### src/pesh_pkg.sv
package pesh_pkg;
   // ------------------------------------------------------------
   // register map (byte addresses)
   // ------------------------------------------------------------
   localparam logic [7:0] OFF_CSR = 8'h04;
   localparam logic [7:0] OFF_STAT_SET = 8'h10;
   localparam logic [7:0] OFF_STAT_CLR = 8'h14;
   localparam logic [7:0] OFF_HOST_IEN = 8'h18;
   localparam logic [7:0] OFF_DSP_IEN = 8'h1C;
   localparam logic [7:0] OFF_FAULT = 8'h20;

   // ------------------------------------------------------------
   // command/status register fields
   // ------------------------------------------------------------
   localparam int CSR_PAR_RESP = 6;
   localparam int CSR_SYSERR_PIN_ENABLE = 8;
   localparam int CSR_MPAR_REP = 24;
   localparam int CSR_SIG_TABORT = 27;
   localparam int CSR_RCV_TABORT = 28;
   localparam int CSR_RCV_MABORT = 29;
   localparam int CSR_SIG_SERR = 30;
   localparam int CSR_DET_PAR = 31;
   localparam logic [31:0] CSR_CTRL_MASK = 32'h0000_0140;
   localparam logic [31:0] CSR_STAT_MASK = 32'hF900_0000;
   localparam logic [31:0] CSR_RESET = 32'h0000_0000;

   // ------------------------------------------------------------
   // internal status flags
   // ------------------------------------------------------------
   localparam int ST_SOFT = 0;
   localparam int ST_PERR = 1;
   localparam int ST_SERR = 2;
   localparam int ST_MABORT = 3;
   localparam int ST_TABORT = 4;
   localparam int ST_W = 5;
   localparam logic [4:0] ST_RESET = 5'h00;

   // ------------------------------------------------------------
   // timing: parity pin held for two clocks after the error cycle
   // ------------------------------------------------------------
   localparam logic [1:0] PERR_HOLD = 2'h2;

   // ------------------------------------------------------------
   // axi responses
   // ------------------------------------------------------------
   localparam logic [1:0] RESP_OKAY = 2'h0;
   localparam logic [1:0] RESP_SLVERR = 2'h2;

   // bus events sampled from the transaction engines
   typedef struct packed {
      logic master_active;
      logic is_read;
      logic data_phase;
      logic data_par_err;
      logic addr_par_err;
      logic mabort;
      logic tabort_rcvd;
      logic tabort_sig;
      logic target_disc;
   } pesh_evt_t;

   // terminal controls returned to the master engine
   typedef struct packed {
      logic end_frame;
      logic force_irdy;
      logic local_ready;
      logic reissue;
      logic halt;
   } pesh_term_t;
endpackage

### src/pesh_sync.sv
// two-flop synchroniser for pin levels
module pesh_sync #(
   parameter int W = 1
) (
   // clock and reset
   input wire logic aclk,
   input wire logic aresetn,
   // data
   input wire logic [W-1:0] d,
   output logic [W-1:0] q
);
   logic [W-1:0] meta_q;

   // first stage read only by the second
   always_ff @(posedge aclk)
   begin
      if (!aresetn)
      begin
         meta_q <= '0;
         q <= '0;
      end
      else
      begin
         meta_q <= d;
         q <= meta_q;
      end
   end
endmodule

### src/pesh_top.sv
module pesh_top (
   // clock and reset
   input wire logic aclk,
   input wire logic aresetn,
   // axi4-lite write address
   input wire logic [7:0] s_axi_awaddr,
   input wire logic s_axi_awvalid,
   output logic s_axi_awready,
   // axi4-lite write data
   input wire logic [31:0] s_axi_wdata,
   input wire logic [3:0] s_axi_wstrb,
   input wire logic s_axi_wvalid,
   output logic s_axi_wready,
   // axi4-lite write response
   output logic [1:0] s_axi_bresp,
   output logic s_axi_bvalid,
   input wire logic s_axi_bready,
   // axi4-lite read
   input wire logic [7:0] s_axi_araddr,
   input wire logic s_axi_arvalid,
   output logic s_axi_arready,
   output logic [31:0] s_axi_rdata,
   output logic [1:0] s_axi_rresp,
   output logic s_axi_rvalid,
   input wire logic s_axi_rready,
   // host config cycles (pci clock domain, level-held)
   input wire logic cfg_wr_tog,
   input wire logic [31:0] cfg_wdata,
   output logic [31:0] cfg_rdata,
   // pci pins and link clock
   input wire logic pci_clk,
   input wire logic parity_error_pin_in,
   output logic parity_error_pin_out,
   output logic parity_error_pin_oe_n,
   output logic system_error_pin_out,
   output logic system_error_pin_oe_n,
   output logic host_interrupt_pin_out,
   output logic host_interrupt_pin_oe_n,
   // events from transaction engines
   input wire pesh_pkg::pesh_evt_t evt,
   input wire logic [1:0] master_addr_lo,
   // controls to the transaction engines
   output pesh_pkg::pesh_term_t term,
   output logic master_addr_fault,
   // dsp interrupt and events
   output logic dsp_irq,
   output logic parity_event,
   output logic syserr_event,
   output logic master_abort_event,
   output logic target_abort_event
);
   // ------------------------------------------------------------
   // pin synchronisers
   // ------------------------------------------------------------
   logic [2:0] pin_s;
   logic [2:0] pin_raw;
   logic pclk_q;
   logic cfg_tog_q;
   logic pclk_rise;
   logic cfg_wr;
   logic perr_seen;
   logic [1:0] prime_q;

   assign pin_raw = {cfg_wr_tog, pci_clk, ~parity_error_pin_in};

   pesh_sync #(.W(3)) u_sync (
      .aclk(aclk),
      .aresetn(aresetn),
      .d(pin_raw),
      .q(pin_s)
   );

   // edge detect on synchronised copies only
   always_ff @(posedge aclk)
   begin
      if (!aresetn)
      begin
         pclk_q <= 1'b0;
         cfg_tog_q <= 1'b0;
         prime_q <= 2'h0;
      end
      else
      begin
         pclk_q <= pin_s[1];
         cfg_tog_q <= pin_s[2];
         if (prime_q != 2'h3)
            prime_q <= prime_q + 2'h1;
      end
   end
   // no edges until the synchroniser holds real levels: a toggle line
   // left high across reset must not look like a config write
   assign pclk_rise = (prime_q == 2'h3) & pin_s[1] & ~pclk_q;
   assign cfg_wr = (prime_q == 2'h3) & (pin_s[2] ^ cfg_tog_q);
   assign perr_seen = pin_s[0];

   // ------------------------------------------------------------
   // state
   // ------------------------------------------------------------
   logic [31:0] csr_q;
   logic [4:0] st_q;
   logic [4:0] hien_q;
   logic [4:0] dien_q;
   logic sysflag_q;
   logic halt_q;
   logic [1:0] perr_cnt_q;
   logic perr_drv_q;
   logic serr_drv_q;

   // qualified bus events, sampled on pci clock edges
   logic m_rd_perr;
   logic m_wr_perr;
   logic t_wr_perr;
   logic a_perr;
   logic mabort;
   logic tabort;
   logic tsig;
   logic live;

   assign live = pclk_rise & ~halt_q;
   assign m_rd_perr = live & evt.master_active & evt.is_read
                      & evt.data_phase & evt.data_par_err;
   assign m_wr_perr = live & evt.master_active & ~evt.is_read
                      & evt.data_phase & perr_seen;
   assign t_wr_perr = live & ~evt.master_active & ~evt.is_read
                      & evt.data_phase & evt.data_par_err;
   assign a_perr = live & evt.addr_par_err;
   assign mabort = live & evt.master_active & evt.mabort;
   assign tabort = live & evt.master_active & evt.tabort_rcvd;
   assign tsig = live & ~evt.master_active & evt.tabort_sig;

   // ------------------------------------------------------------
   // axi4-lite slave
   // ------------------------------------------------------------
   logic [7:0] aw_q;
   logic aw_have_q;
   logic [31:0] w_q;
   logic [3:0] ws_q;
   logic w_have_q;
   logic do_wr;
   logic [31:0] wmask;

   function automatic logic [31:0] strb_mask(input logic [3:0] s);
      strb_mask = {{8{s[3]}}, {8{s[2]}}, {8{s[1]}}, {8{s[0]}}};
   endfunction

   function automatic logic mapped(input logic [7:0] a);
      mapped = (a == pesh_pkg::OFF_CSR) || (a == pesh_pkg::OFF_STAT_SET)
               || (a == pesh_pkg::OFF_STAT_CLR)
               || (a == pesh_pkg::OFF_HOST_IEN)
               || (a == pesh_pkg::OFF_DSP_IEN)
               || (a == pesh_pkg::OFF_FAULT);
   endfunction

   assign do_wr = aw_have_q & w_have_q & ~s_axi_bvalid;
   assign wmask = strb_mask(ws_q) & w_q;

   // address and data taken independently, either order
   always_ff @(posedge aclk)
   begin
      if (!aresetn)
      begin
         aw_have_q <= 1'b0;
         w_have_q <= 1'b0;
         aw_q <= 8'h00;
         w_q <= 32'h0000_0000;
         ws_q <= 4'h0;
         s_axi_awready <= 1'b0;
         s_axi_wready <= 1'b0;
         s_axi_bvalid <= 1'b0;
         s_axi_bresp <= pesh_pkg::RESP_OKAY;
      end
      else
      begin
         s_axi_awready <= ~aw_have_q & ~s_axi_awready;
         s_axi_wready <= ~w_have_q & ~s_axi_wready;
         if (s_axi_awvalid & s_axi_awready)
         begin
            aw_have_q <= 1'b1;
            aw_q <= {s_axi_awaddr[7:2], 2'b00};
            s_axi_awready <= 1'b0;
         end
         if (s_axi_wvalid & s_axi_wready)
         begin
            w_have_q <= 1'b1;
            w_q <= s_axi_wdata;
            ws_q <= s_axi_wstrb;
            s_axi_wready <= 1'b0;
         end
         if (do_wr)
         begin
            aw_have_q <= 1'b0;
            w_have_q <= 1'b0;
            s_axi_bvalid <= 1'b1;
            s_axi_bresp <= mapped(aw_q) ? pesh_pkg::RESP_OKAY
                                        : pesh_pkg::RESP_SLVERR;
         end
         else if (s_axi_bvalid & s_axi_bready)
            s_axi_bvalid <= 1'b0;
      end
   end

   // read channel, answer two cycles after address
   always_ff @(posedge aclk)
   begin
      if (!aresetn)
      begin
         s_axi_arready <= 1'b0;
         s_axi_rvalid <= 1'b0;
         s_axi_rdata <= 32'h0000_0000;
         s_axi_rresp <= pesh_pkg::RESP_OKAY;
      end
      else
      begin
         s_axi_arready <= ~s_axi_rvalid & ~s_axi_arready & ~s_axi_arvalid
                          ? 1'b0 : (~s_axi_rvalid & ~s_axi_arready);
         if (s_axi_arvalid & s_axi_arready)
         begin
            s_axi_arready <= 1'b0;
            s_axi_rvalid <= 1'b1;
            s_axi_rresp <= mapped({s_axi_araddr[7:2], 2'b00})
                           ? pesh_pkg::RESP_OKAY : pesh_pkg::RESP_SLVERR;
            case ({s_axi_araddr[7:2], 2'b00})
               pesh_pkg::OFF_CSR: s_axi_rdata <= csr_q;
               pesh_pkg::OFF_STAT_SET,
               pesh_pkg::OFF_STAT_CLR: s_axi_rdata <= {27'h0, st_q};
               pesh_pkg::OFF_HOST_IEN: s_axi_rdata <= {27'h0, hien_q};
               pesh_pkg::OFF_DSP_IEN: s_axi_rdata <= {27'h0, dien_q};
               pesh_pkg::OFF_FAULT: s_axi_rdata <= {30'h0, sysflag_q, halt_q};
               default: s_axi_rdata <= 32'h0000_0000;
            endcase
         end
         else if (s_axi_rvalid & s_axi_rready)
            s_axi_rvalid <= 1'b0;
      end
   end

   // ------------------------------------------------------------
   // command/status register, shared by host and mirror
   // ------------------------------------------------------------
   logic csr_wr;
   logic [31:0] csr_wv;
   logic [31:0] csr_set;

   // host config write wins over a simultaneous mirror write
   assign csr_wr = cfg_wr | (do_wr & (aw_q == pesh_pkg::OFF_CSR));
   assign csr_wv = cfg_wr ? cfg_wdata : wmask;

   always_comb
   begin
      csr_set = 32'h0000_0000;
      csr_set[pesh_pkg::CSR_MPAR_REP] = m_rd_perr | m_wr_perr;
      csr_set[pesh_pkg::CSR_DET_PAR] = m_rd_perr | t_wr_perr
                                       | a_perr;
      csr_set[pesh_pkg::CSR_RCV_MABORT] = mabort;
      csr_set[pesh_pkg::CSR_RCV_TABORT] = tabort;
      csr_set[pesh_pkg::CSR_SIG_TABORT] = tsig;
      csr_set[pesh_pkg::CSR_SIG_SERR] = serr_drv_q;
   end

   // write one clears status; set beats clear in the same cycle
   always_ff @(posedge aclk)
   begin
      if (!aresetn)
         csr_q <= pesh_pkg::CSR_RESET;
      else
      begin
         if (csr_wr)
            csr_q <= ((csr_q & ~(csr_wv & pesh_pkg::CSR_STAT_MASK)
                       & ~pesh_pkg::CSR_CTRL_MASK)
                      | (csr_wv & pesh_pkg::CSR_CTRL_MASK)
                      | csr_set);
         else
            csr_q <= csr_q | csr_set;
      end
   end
   assign cfg_rdata = csr_q;

   // ------------------------------------------------------------
   // internal status and enables
   // ------------------------------------------------------------
   logic [4:0] st_hw;
   logic [4:0] st_sw_set;
   logic [4:0] st_sw_clr;

   always_comb
   begin
      st_hw = 5'h00;
      st_hw[pesh_pkg::ST_PERR] = m_rd_perr | t_wr_perr;
      st_hw[pesh_pkg::ST_SERR] = tabort | a_perr;
      st_hw[pesh_pkg::ST_MABORT] = mabort;
      st_hw[pesh_pkg::ST_TABORT] = tsig;
      st_sw_set = (do_wr & (aw_q == pesh_pkg::OFF_STAT_SET))
                  ? wmask[4:0] : 5'h00;
      st_sw_clr = (do_wr & (aw_q == pesh_pkg::OFF_STAT_CLR))
                  ? wmask[4:0] : 5'h00;
   end

   // independent of the command/status bits; set wins over clear
   always_ff @(posedge aclk)
   begin
      if (!aresetn)
         st_q <= pesh_pkg::ST_RESET;
      else
         st_q <= (st_q & ~st_sw_clr) | st_sw_set | st_hw;
   end

   always_ff @(posedge aclk)
   begin
      if (!aresetn)
      begin
         hien_q <= 5'h00;
         dien_q <= 5'h00;
      end
      else
      begin
         if (do_wr & (aw_q == pesh_pkg::OFF_HOST_IEN))
            hien_q <= wmask[4:0];
         if (do_wr & (aw_q == pesh_pkg::OFF_DSP_IEN))
            dien_q <= wmask[4:0];
      end
   end

   // event pulses for the dsp side
   always_ff @(posedge aclk)
   begin
      if (!aresetn)
      begin
         parity_event <= 1'b0;
         syserr_event <= 1'b0;
         master_abort_event <= 1'b0;
         target_abort_event <= 1'b0;
      end
      else
      begin
         parity_event <= st_hw[pesh_pkg::ST_PERR];
         syserr_event <= st_hw[pesh_pkg::ST_SERR];
         master_abort_event <= mabort;
         target_abort_event <= tsig;
      end
   end

   // ------------------------------------------------------------
   // system error flag and halt
   // ------------------------------------------------------------
   always_ff @(posedge aclk)
   begin
      if (!aresetn)
      begin
         sysflag_q <= 1'b0;
         halt_q <= 1'b0;
         serr_drv_q <= 1'b0;
      end
      else
      begin
         if ((a_perr & csr_q[pesh_pkg::CSR_PAR_RESP])
             | (live & evt.master_active & perr_seen) | tabort)
            sysflag_q <= 1'b1;
         serr_drv_q <= sysflag_q & csr_q[pesh_pkg::CSR_SYSERR_PIN_ENABLE];
         if (serr_drv_q)
            halt_q <= 1'b1;
      end
   end

   // ------------------------------------------------------------
   // parity pin drive: hold counts pci edges after the error cycle
   // ------------------------------------------------------------
   always_ff @(posedge aclk)
   begin
      if (!aresetn)
      begin
         perr_cnt_q <= 2'h0;
         perr_drv_q <= 1'b0;
      end
      else
      begin
         if ((m_rd_perr | t_wr_perr | a_perr)
             & csr_q[pesh_pkg::CSR_PAR_RESP])
         begin
            perr_cnt_q <= pesh_pkg::PERR_HOLD;
            perr_drv_q <= 1'b1;
         end
         else if (pclk_rise & (perr_cnt_q != 2'h0))
            perr_cnt_q <= perr_cnt_q - 2'h1;
         else if (pclk_rise)
            perr_drv_q <= 1'b0;
         // the detected flag may be set in this very cycle
         if (!(csr_q[pesh_pkg::CSR_PAR_RESP]
               & (csr_q[pesh_pkg::CSR_DET_PAR]
                  | csr_set[pesh_pkg::CSR_DET_PAR])))
            perr_drv_q <= 1'b0;
      end
   end

   // ------------------------------------------------------------
   // pins, interrupts and termination controls
   // ------------------------------------------------------------
   logic abort_q;

   // abort stays until the engine's transfer ends; parity never aborts
   always_ff @(posedge aclk)
   begin
      if (!aresetn)
         abort_q <= 1'b0;
      else if (mabort | tabort)
         abort_q <= 1'b1;
      else if (pclk_rise & ~evt.master_active)
         abort_q <= 1'b0;
   end

   always_ff @(posedge aclk)
   begin
      if (!aresetn)
      begin
         parity_error_pin_out <= 1'b1;
         parity_error_pin_oe_n <= 1'b1;
         system_error_pin_out <= 1'b1;
         system_error_pin_oe_n <= 1'b1;
         host_interrupt_pin_out <= 1'b1;
         host_interrupt_pin_oe_n <= 1'b1;
         dsp_irq <= 1'b0;
         term <= '0;
         master_addr_fault <= 1'b0;
      end
      else
      begin
         parity_error_pin_out <= ~perr_drv_q;
         parity_error_pin_oe_n <= ~perr_drv_q;
         system_error_pin_out <= ~serr_drv_q;
         system_error_pin_oe_n <= ~serr_drv_q;
         host_interrupt_pin_out <= 1'b0;
         host_interrupt_pin_oe_n <= ~|(st_q & hien_q);
         dsp_irq <= |(st_q & dien_q);
         term.end_frame <= abort_q | halt_q;
         term.force_irdy <= abort_q;
         term.local_ready <= abort_q;
         // silent reissue; target disconnect also ends a parity case
         term.reissue <= evt.master_active & evt.target_disc
                         & ~abort_q & ~halt_q;
         term.halt <= halt_q;
         master_addr_fault <= evt.master_active
                              & (master_addr_lo != 2'b00);
      end
   end
endmodule

### config.mk
export PLATFORM = sky130hd
export DESIGN_NAME = pesh_top
export DESIGN_NICKNAME = d
export VERILOG_FILES = /design/src/pesh_pkg.sv /design/src/pesh_sync.sv /design/src/pesh_top.sv
export SDC_FILE = /design/constraint.sdc
export NUM_CORES = 1
export LEC_CHECK = 0
export ABC_AREA = 1
export BUFFER_PORTS_ARGS = -buffer_cell sky130_fd_sc_hd__buf_2
export CAP_MARGIN = 20
export CELL_PAD_IN_SITES_DETAIL_PLACEMENT = 0
export CELL_PAD_IN_SITES_GLOBAL_PLACEMENT = 1
export CORE_AREA = 4 4 125 127
export CTS_CLUSTER_SIZE = 28
export DETAILED_ROUTE_END_ITERATION = 8
export DIE_AREA = 0 0 129 131
export HOLD_SLACK_MARGIN = 0.02
export PLACE_DENSITY = 0.75
export SLEW_MARGIN = 20
export SYNTH_ARGS = -nofsm -noshare
export SYNTH_HDL_FRONTEND = slang
export SYNTH_SLANG_ARGS = --single-unit
### constraint.sdc
create_clock -name aclk -period 3.86 [get_ports aclk]
set_clock_uncertainty 0.15 [all_clocks]
set_input_delay 0.772 -clock aclk [delete_from_list [all_inputs] [get_ports aclk]]
set_output_delay 0.772 -clock aclk [all_outputs]
set_load 0.05 [all_outputs]
# Word level (Yosys, flattened, before mapping)
# Cells that the tools add are included.
[word_totals] out_inout_bits=90 register_bits=163 in_bits=105
[classes] mux=19 eq_ne=15 addsub=2 reduce_logical=28 bitwise_logic=86
[op_table] operator="one-hot mux 32 bit (5 select lines)" count=1
[op_table] operator="bitwise AND 32 bit" count=2
[op_table] operator="two-way mux 32 bit" count=2
[op_table] operator="OR 32 bit" count=2
[op_table] operator="== test 6 x 3 -> 1 bit, second input constant" count=8
[op_table] operator="bitwise AND 1 bit" count=46
[op_table] operator="inverter 32 bit" count=1
[op_table] operator="OR 32 x 9 -> 32 bit" count=1
[op_table] operator="inverter 1 bit" count=17
[op_table] operator="bitwise AND 5 bit" count=3
[op_table] operator="nonzero test 2 bit" count=7
[op_table] operator="== test 6 x 1 -> 1 bit, second input constant" count=2
[op_table] operator="== test 6 x 4 -> 1 bit, second input constant" count=2
[op_table] operator="logical OR 1 bit" count=10
[op_table] operator="two-way mux 1 bit" count=10
[op_table] operator="two-way mux 5 bit" count=2
[op_table] operator="OR 1 bit" count=10
[op_table] operator="OR 5 bit" count=2
[op_table] operator="OR reduction 2 bit" count=5
[op_table] operator="OR reduction 5 bit" count=2
[op_table] operator="two-way mux 2 bit" count=4
[op_table] operator="inverter 5 bit" count=1
[op_table] operator="!= test 2 bit, second input constant" count=2
[op_table] operator="AND reduction 2 bit" count=2
[op_table] operator="other kinds (6)" count=6

# Longest topological paths before layout
# Gate-level depths: netlist of the first run.
[depth] ltp_word=13 ltp_mapped=10

# Modules after synthesis
# A second synthesis of the first run with hierarchy kept.
[hier_totals] cells_unflattened=583 area_unflattened_um2=4292.9
[modules_own_cells] mod="pesh_top" cells_each=565 instances=1 area_per_inst_um2=4127.7
[modules_own_cells] mod="pesh_sync" cells_each=18 instances=1 area_per_inst_um2=165.2

# Least setup slack after synthesis of the first run
# OpenSTA, ideal clock, no wires.
[synth_path] kind="register -> output" start="register, netlist name parity_error_pin_oe_n" end="output parity_error_pin_out" setup_slack_ps=2044 required_ps=2938 path_stages_with_launch=2 t_arrival_ps=894 cell_sequence="dfxtp_1 -> buf_4"
[synth_rtl] element="end: declaration" line="pesh_top.sv:33" source="output logic parity_error_pin_out,"

# Worst setup path after layout of the first run
[layout_path] start="register csr_q[6], in the netlist cfg_rdata[6]" end="output cfg_rdata[6]"
[layout_rtl] element="start: declaration" line="pesh_top.sv:99" source="logic [31:0] csr_q;"
[layout_rtl] element="start signal: assignment" line="pesh_top.sv:264" source="csr_q <= pesh_pkg::CSR_RESET;"
[layout_rtl] element="start signal: assignment" line="pesh_top.sv:268" source="csr_q <= ((csr_q & ~(csr_wv & pesh_pkg::CSR_STAT_MASK)"
[layout_rtl] element="start signal: assignment" line="pesh_top.sv:273" source="csr_q <= csr_q | csr_set;"
[layout_rtl] element="end: declaration" line="pesh_top.sv:29" source="output logic [31:0] cfg_rdata,"
# No word-level cell between the ends.

==> summary.txt, run 1 <==
Run status
  – Outcome: finished, final reports clean

STA
  – Final setup viols: 0
  – Post-route setup TNS: 0 ns
  – Fin. max-slew vios: 0
  – Period Utilization, post-route: 0.554
  – Worst-Margin Slew: 0.751 ns
  – F_max: 468 MHz
  – Final Hold Violating Endpoints: 0
  – Min Tclk post-route: 2.14 ns
  – RSZ-0062 raised after global routing: false
  – Worst-case headroom to the max-slew limit: 0.499
  – Setup WS post-layout: 1.72 ns

Layout
  – Final Net Count: 773
  – Area grow syn2layout: 17.7%
  – Diodes inserted: 0
  – Post-Route Utilization: 0.351
  – Final instance area: 5070 µm²
  – Layout cells sized above 1: 0.201

Synth
  – Register bit count reported by yosys: 98
  – Synth Instances: 573
  – Netlist Area Pre-Place: 4310 µm²
  – Post-synth top area share: 0.456
  – Warnings from Yosys: 0
  – Yosys cell types: 32
  – Mapped Avg Cell Area: 7.52 µm²
  – Yosys top cell by area: dfxtp_1
  – Leading post-synthesis cells by cell area: dfxtp_1 (46%), nand2_1 (9.4%), buf_4 (8.5%)
  – Seq/Total Area, Yosys: 0.456

GRT
  – Pin count of the biggest net entering global routing: 68
  – Initial antenna violation count: 0
  – First-pass GRT wire length: 17.2 mm
  – Vias in the first global route: 3491
  – GR Overflow Total: 0
  – Tot GR Track Use: 0.131

Power
  – Leakage: 2.47 nW
  – Maximum vdd drop: 0.000205 V
  – PwrDens: 444 nW/µm²

Route
  – Routed vias/inst: 4.39
  – Met2 routed WL: 4.77 mm
  – Initial DRC count: 223
  – Highest layer used for signal routing: met4
  – Met3 WL: 760 µm
  – DRT Pass-1 Iters: 4
  – Wl on met1: 5.09 mm
  – Residual DRC: 0
  – Via count: 3748
  – Remaining antenna violation count after routing: 0
  – WL final: 10.8 mm
  – Avg WL per Cell: 12.7 µm

Die
  – Die area: 16900 µm²
  – Num rows: 44
  – Die height: 131 µm
  – Initial Utilization: 0.299
  – Io pins: 195
  – Core box area: 14400 µm²
  – Die X: 129 µm

Worst setup path
  – Slowest CP cell: dfxtp_1
  – CP arrival: 1.22 ns
  – Critical Path Fanout Max: 7
  – Slowest Stage Delay on Critical Path: 0.53 ns
  – Critical Path Start Type: flip-flop
  – Worst path required time: 2.94 ns
  – Crit end category: output port
  – Crit Path Class: reg -> out
  – Crit path buffers/inverters: 1
  – CP top delay family: flip-flops
  – Cells along the critical path: buf_2

CTS
  – Max clock buf depth: 2
  – CTS Hold Bufs: 0
  – Setup bufs post-CTS: 0
  – Clock Sinks: 98
  – Clock slew at reported path FFs: 0.06 ns
  – Htree depth: 3
  – Clk Latency, worst-skew pair: 0.34 ns
  – CTS buffer count: 9
  – CTS tree: built
  – Root buffer cell: clkbuf_16
  – Post_cts resized: 0

Placed design
  – PortBufs: 101
  – Post-detail-place hpwl: 8.42 mm
  – Dpl ws: 1.64 ns
  – Placed cell areas: 4780 µm²
  – GPL Wtd Cong: 0.804

Flow run
  – Max-cap viol count: 0

Worst hold path
  – HP Class: reg -> reg
==> layout by cell type (no fill, tap or decap) <==
master | synthesis | routed
conb_1 | 1 | 45
inv_2 | 1 | 1
nand3_1 | 34 | 34
a21oi_1 | 51 | 51
nand3_2 | 3 | 3
clkinv_1 | 1 | 1
buf_2 | 5 | 101
inv_1 | 49 | 49
nor4_1 | 1 | 1
o22ai_1 | 1 | 1
nor2_2 | 2 | 2
clkbuf_16 | 0 | 9
a221oi_1 | 1 | 1
a22o_1 | 1 | 1
nand4_1 | 10 | 10
clkbuf_8 | 0 | 1
nand2_2 | 5 | 5
nand3b_4 | 1 | 1
a21oi_2 | 1 | 1
ha_1 | 2 | 2
nand2_1 | 108 | 108
bufinv_16 | 0 | 1
nor3_1 | 4 | 4
nor2_4 | 3 | 3
nand2_4 | 1 | 1
clkinv_2 | 0 | 2
buf_4 | 49 | 2
a31oi_1 | 1 | 1
dfxtp_1 | 98 | 98
o21ai_0 | 56 | 56
nor2_1 | 68 | 68
xor2_1 | 2 | 2
clkbuf_1 | 9 | 2
nor3_4 | 2 | 2
==> metrics by stage <==
| step | cells | power (mW) | hold slack [ns] |
|---|---|---|---|
| floorplan | 617 | 1.37 | 0.208 |
| global placement | 839 | 1.39 | 0.229 |
| detailed placement | 839 | 1.40 | 0.227 |
| CTS | 854 | 2.28 | 0.244 |
| global route | 854 | 2.34 | 0.264 |
| finish | 854 | 2.25 | 0.242 |
==> Yosys cell counts <==
master	number
nor2_1	68
nand2_4	1
xor2_1	2
nor3_1	4
buf_2	5
conb_1	1
nor4_1	1
inv_1	49
nand2_1	108
nor2_4	3
nand2_2	5
nand4_1	10
nand3b_4	1
nor2_2	2
nor3_4	2
o22ai_1	1
inv_2	1
a31oi_1	1
clkbuf_1	9
buf_1	1
a221oi_1	1
nand3_1	34
o21ai_0	56
ha_1	2
clkinv_1	1
nand3_2	3
a21oi_1	51
a22o_1	1
dfxtp_1	98
buf_4	49
a21oi_2	1
buf_6	1
==> registers in the layout, indices dropped and copies added, names as in the netlist, 2 cells and up <==
register	flops
w_q	13
u_sync.meta_q	3
aw_q	6
ws_q	3
dien_q	5
st_q	5
term	4
s_axi_rdata	13
cfg_rdata	8
perr_cnt_q	2
hien_q	5
u_sync.q	3
prime_q	2
==> metal layers <==
metal  vias up  track usage
li1       1938            -
met1      1675        0.169
met2       119        0.210
met3        16       0.0285
met4         0       0.0587
met5         -            0
==> power by group <==
part / switching (mW) / leakage (nW) / internal (mW) / total (mW)
logic: 0.231 / 1.53 / 0.0648 / 0.296
registers: 0.0278 / 0.798 / 1.05 / 1.08
clock network: 0.361 / 0.142 / 0.514 / 0.875
==> path summary, 6_finish.rpt <==
kind	slack, ns	to	cells past startpoint	start
worst max-delay path	1.72	cfg_rdata[6]	1	cfg_rdata[6]$_SDFFE_PN0N_
worst min-delay path	0.24	parity_error_pin_oe_n$_SDFF_PN1_	1	perr_drv_q$_SDFFE_PN0P_
worst max register to register	1.73	cfg_rdata[31]$_SDFF_PN0_	6	prime_q[0]$_SDFFE_PN0P_
worst min register to register	0.24	parity_error_pin_oe_n$_SDFF_PN1_	1	perr_drv_q$_SDFFE_PN0P_
==> final cells by class <==
cell class              instances  area (µm²)
multi-input cells             403        1880
clock buffers                  12         246
fillers                      1559        9360
well taps                     184         230
inverters                      51         191
repair buffers                103         520
flip-flops and latches         98        1960
clock inverters                 3        40.0
==> cell families after synthesis <==
group | count (synthesis) | synth area share
adders and majority gates | 2 | 0.00581
xor gates and xnor gates | 2 | 0.00407
buffers and inverters | 116 | 0.147
and+or+nand+nor | 242 | 0.253
other | 1 | 0.000871
AOI/OAI and AO/OA | 112 | 0.133
DFF | 98 | 0.456
Power figures use the tool's default switching activity.
==> inputs of run 2 (changes only) <==
--- a/config.mk
+++ b/config.mk
@@ -5,17 +5,17 @@
 export SDC_FILE = /design/constraint.sdc
 export NUM_CORES = 1
 export LEC_CHECK = 0
-export ABC_AREA = 1
+export ABC_AREA = 0
 export BUFFER_PORTS_ARGS = -buffer_cell sky130_fd_sc_hd__buf_2
 export CAP_MARGIN = 20
 export CELL_PAD_IN_SITES_DETAIL_PLACEMENT = 0
 export CELL_PAD_IN_SITES_GLOBAL_PLACEMENT = 1
-export CORE_AREA = 4 4 125 127
+export CORE_AREA = 4 4 124 126
 export CTS_CLUSTER_SIZE = 28
 export DETAILED_ROUTE_END_ITERATION = 8
-export DIE_AREA = 0 0 129 131
+export DIE_AREA = 0 0 128 130
 export HOLD_SLACK_MARGIN = 0.02
-export PLACE_DENSITY = 0.75
+export PLACE_DENSITY = 0.73
 export SLEW_MARGIN = 20
 export SYNTH_ARGS = -nofsm -noshare
 export SYNTH_HDL_FRONTEND = slang
==> constraint.sdc (replaced) <==
create_clock -name aclk -period 2.2 [get_ports aclk]
set_clock_uncertainty 0.15 [all_clocks]
set_input_delay 0.44 -clock aclk [delete_from_list [all_inputs] [get_ports aclk]]
set_output_delay 0.44 -clock aclk [all_outputs]
set_load 0.05 [all_outputs]
==> run 2 against run 1 <==
Net effect:
- count of clock-buffer cells in the layout is 2 lower
- clock power is 87% higher
- largest power group unchanged
- global-route usage is 0.057 points lower
- combinational power is 56% higher
==> summary.txt, run 2 <==
Synth
  – Yosys top cell by area: dfxtp_1
  – Mapped Avg Cell Area: 8.69 µm²
  – Post-synth ARST share: 0
  – Top-count cell post-synth: dfxtp_1
  – Netlist Area Pre-Place: 4210 µm²
  – Register bit count reported by yosys: 98
  – Post-synth top area share: 0.466
  – Post-synth EDFFs: 0
  – Synth Instances: 484
  – Warnings from Yosys: 0
  – Top_reg_cell synth: dfxtp_1
  – Yosys cell types: 58
  – Synth cell count leaders: dfxtp_1 (98), nand2_1 (76), buf_4 (48), a21oi_1 (40), nor2_1 (33)
  – Leading post-synthesis cells by cell area: dfxtp_1 (47%), buf_4 (8.6%), nand2_1 (6.8%)
  – Seq/Total Area, Yosys: 0.466

STA
  – RSZ-0062 raised after global routing: false
  – Final setup viols: 0
  – Worst-case headroom to the max-slew limit: 0.622
  – Post-route setup TNS: 0 ns
  – Period Utilization, post-route: 0.866
  – Min Tclk post-route: 1.90 ns
  – Final Hold Violating Endpoints: 0
  – Worst-Margin Slew: 0.566 ns
  – Fin. max-slew vios: 0
  – F_max: 525 MHz

Die
  – Die height: 130 µm
  – Die X: 128 µm
  – Core box area: 14300 µm²
  – Initial Utilization: 0.294
  – Io pins: 195
  – Die area: 16600 µm²
  – Num rows: 44

Placed design
  – PortBufs: 101
  – GPL Wtd Cong: 0.844
  – Post-detail-place hpwl: 8.46 mm
  – Placed cell areas: 4690 µm²

Power
  – Leakage: 2.07 nW
  – PwrDens: 794 nW/µm²
  – Maximum vdd drop: 0.000455 V

CTS
  – Htree depth: 3
  – Clock slew at reported path FFs: 0.06 ns
  – Root buffer cell: clkbuf_16
  – Post_cts resized: 0
  – CTS Hold Bufs: 0
  – CTS buffer count: 9
  – Clock Sinks: 98
  – CTS tree: built
  – Clk Latency, worst-skew pair: 0.34 ns
  – Setup bufs post-CTS: 0
  – Max clock buf depth: 2

Worst hold path
  – Hold Path Depth: 2
  – HP Class: in -> reg
  – WHS Endpoint: u_sync.meta_q[0]$_SDFF_PN0_
  – Critical hold path startpoint: parity_error_pin_in

Flow run
  – Max-cap viol count: 0

Layout
  – Layout cells sized above 1: 0.226
  – Final instance area: 5000 µm²
  – Leading cell type in the layout, fill and taps excluded: buf_2
  – Area grow syn2layout: 18.9%
  – Most frequent cells in the layout: buf_2 (101), dfxtp_1 (98), nand2_1 (76)
  – Diodes inserted: 0
  – Final Net Count: 679
  – Post-Route Utilization: 0.349

Worst setup path
  – Crit end category: flip-flop
  – Critical register-to-register path endpoint: hien_q[4]$_SDFFE_PN0P_
  – Critical Path Fanout Max: 10
  – Critical Path Start Type: flip-flop
  – Crit Path Class: reg -> reg
  – Slowest Stage Delay on Critical Path: 0.76 ns
  – Slowest CP cell: or4_1
  – R2R Path Start: s_axi_bvalid$_SDFFE_PN0P_
  – Worst path required time: 2.26 ns
  – Cells along the critical path: nand3b_1 > or4_1 > nand3_1 > o21ai_0
  – CP arrival: 1.96 ns
  – R2R depth: 4
  – Worst R2R Setup Slack: 0.30 ns

Route
  – Residual DRC: 0
  – Initial DRC count: 247
  – Avg WL per Cell: 14.3 µm
  – DRT Pass-1 Iters: 4
  – WL final: 10.9 mm
  – Remaining antenna violation count after routing: 0
  – Routed vias/inst: 4.63
  – Via count: 3515

GRT
  – Vias in the first global route: 3355
  – Pin count of the biggest net entering global routing: 37
  – Tot GR Track Use: 0.130
  – GR Overflow Total: 0
  – Initial antenna violation count: 0
  – First-pass GRT wire length: 17.3 mm

Run status
  – Outcome: finished, final reports clean
## run 2: cell count changes after synthesis, moves of 9 or more
cell	delta
o21ai_0	-36
clkbuf_1	+11
nand3_1	-11
a21oi_1	-11
inv_1	-43
and2_1	+9
nand2_1	-32
nor2_1	-35
mux2i_1	+11
a22oi_1	+12
## run 2: how the worst max path moves through the flow
| stage | startpoint | to | slack (ns) | cells after the start |
|---|---|---|---|---|
| 6_report | s_axi_bvalid$_SDFFE_PN0P_ | hien_q[4]$_SDFFE_PN0P_ | 0.30 | 4 |
| 5_1_grt | prime_q[0]$_SDFFE_PN0P_ | perr_cnt_q[0]$_SDFFE_PP0P_ | 0.12 | 4 |
| 4_1_cts | s_axi_bvalid$_SDFFE_PN0P_ | hien_q[4]$_SDFFE_PN0P_ | 0.29 | 4 |
| 3_5_place_dp | s_axi_bvalid$_SDFFE_PN0P_ | hien_q[4]$_SDFFE_PN0P_ | 0.30 | 4 |
| 3_3_place_gp | s_axi_araddr[2] | s_axi_rdata[0]$_SDFFE_PN0P_ | 0.33 | 5 |
| 2_1_floorplan | s_axi_arready$_SDFF_PP0_ | s_axi_rdata[6]$_SDFFE_PN0P_ | 0.20 | 5 |
## run 2: logic make-up after synthesis
kind of cell / share of synthesized area
flip-flops: 0.466
multiplexers: 0.0289
XOR/XNOR: 0.0104
adder cells (fa/ha/maj): 0.00595
other: 0.000891
AND/OR/NAND/NOR: 0.216
buffers and inverters: 0.120
AO/OA/AOI/OAI: 0.151
## run 2: power by group
group | switching, mW | total [mW] | internal, mW
registers | 0.0434 | 1.87 | 1.82
logic | 0.353 | 0.462 | 0.109
clock network | 0.652 | 1.64 | 0.991
## run 2: area by class of cell
cell class	count	area (µm²)
repair buffers	108	571
flip-flops and latches	98	1960
inverters	7	26.3
well taps	184	230
multi-input cells	348	1900
fillers	1541	9310
clock buffers	10	229
clock inverters	5	78.8
## run 2: per-stage QoR
stage / power, mW / std cells / hold slack [ns] / worst slack (ns)
2_1_floorplan: 2.31 / 528 / 0.208 / 0.200
3_3_place_gp: 2.36 / 745 / 0.223 / 0.330
3_5_place_dp: 2.37 / 745 / 0.223 / 0.304
4_1_cts: 4.00 / 760 / 0.0956 / 0.291
5_1_grt: 4.13 / 760 / 0.104 / 0.119
6_report: 3.97 / 760 / 0.103 / 0.295
## run 2: worst max-delay path, delay by kind of cell (launching register included)
family | cells | cell delay [ns]
flops | 1 | 0.34
compound gates | 1 | 0.09
simple gates | 3 | 1.20
## run 2: routing by layer
| metal | vias to the layer above | GRT usage | wire length, µm | part of all wire |
|---|---|---|---|---|
| met4 | 0 | 0.0493 | 171 | 0.016 |
| met1 | 1611 | 0.184 | 5100 | 0.47 |
| met5 | - | 0 | 0 | 0 |
| met3 | 13 | 0.0274 | 873 | 0.080 |
| met2 | 124 | 0.196 | 4740 | 0.44 |
| li1 | 1767 | - | - | - |
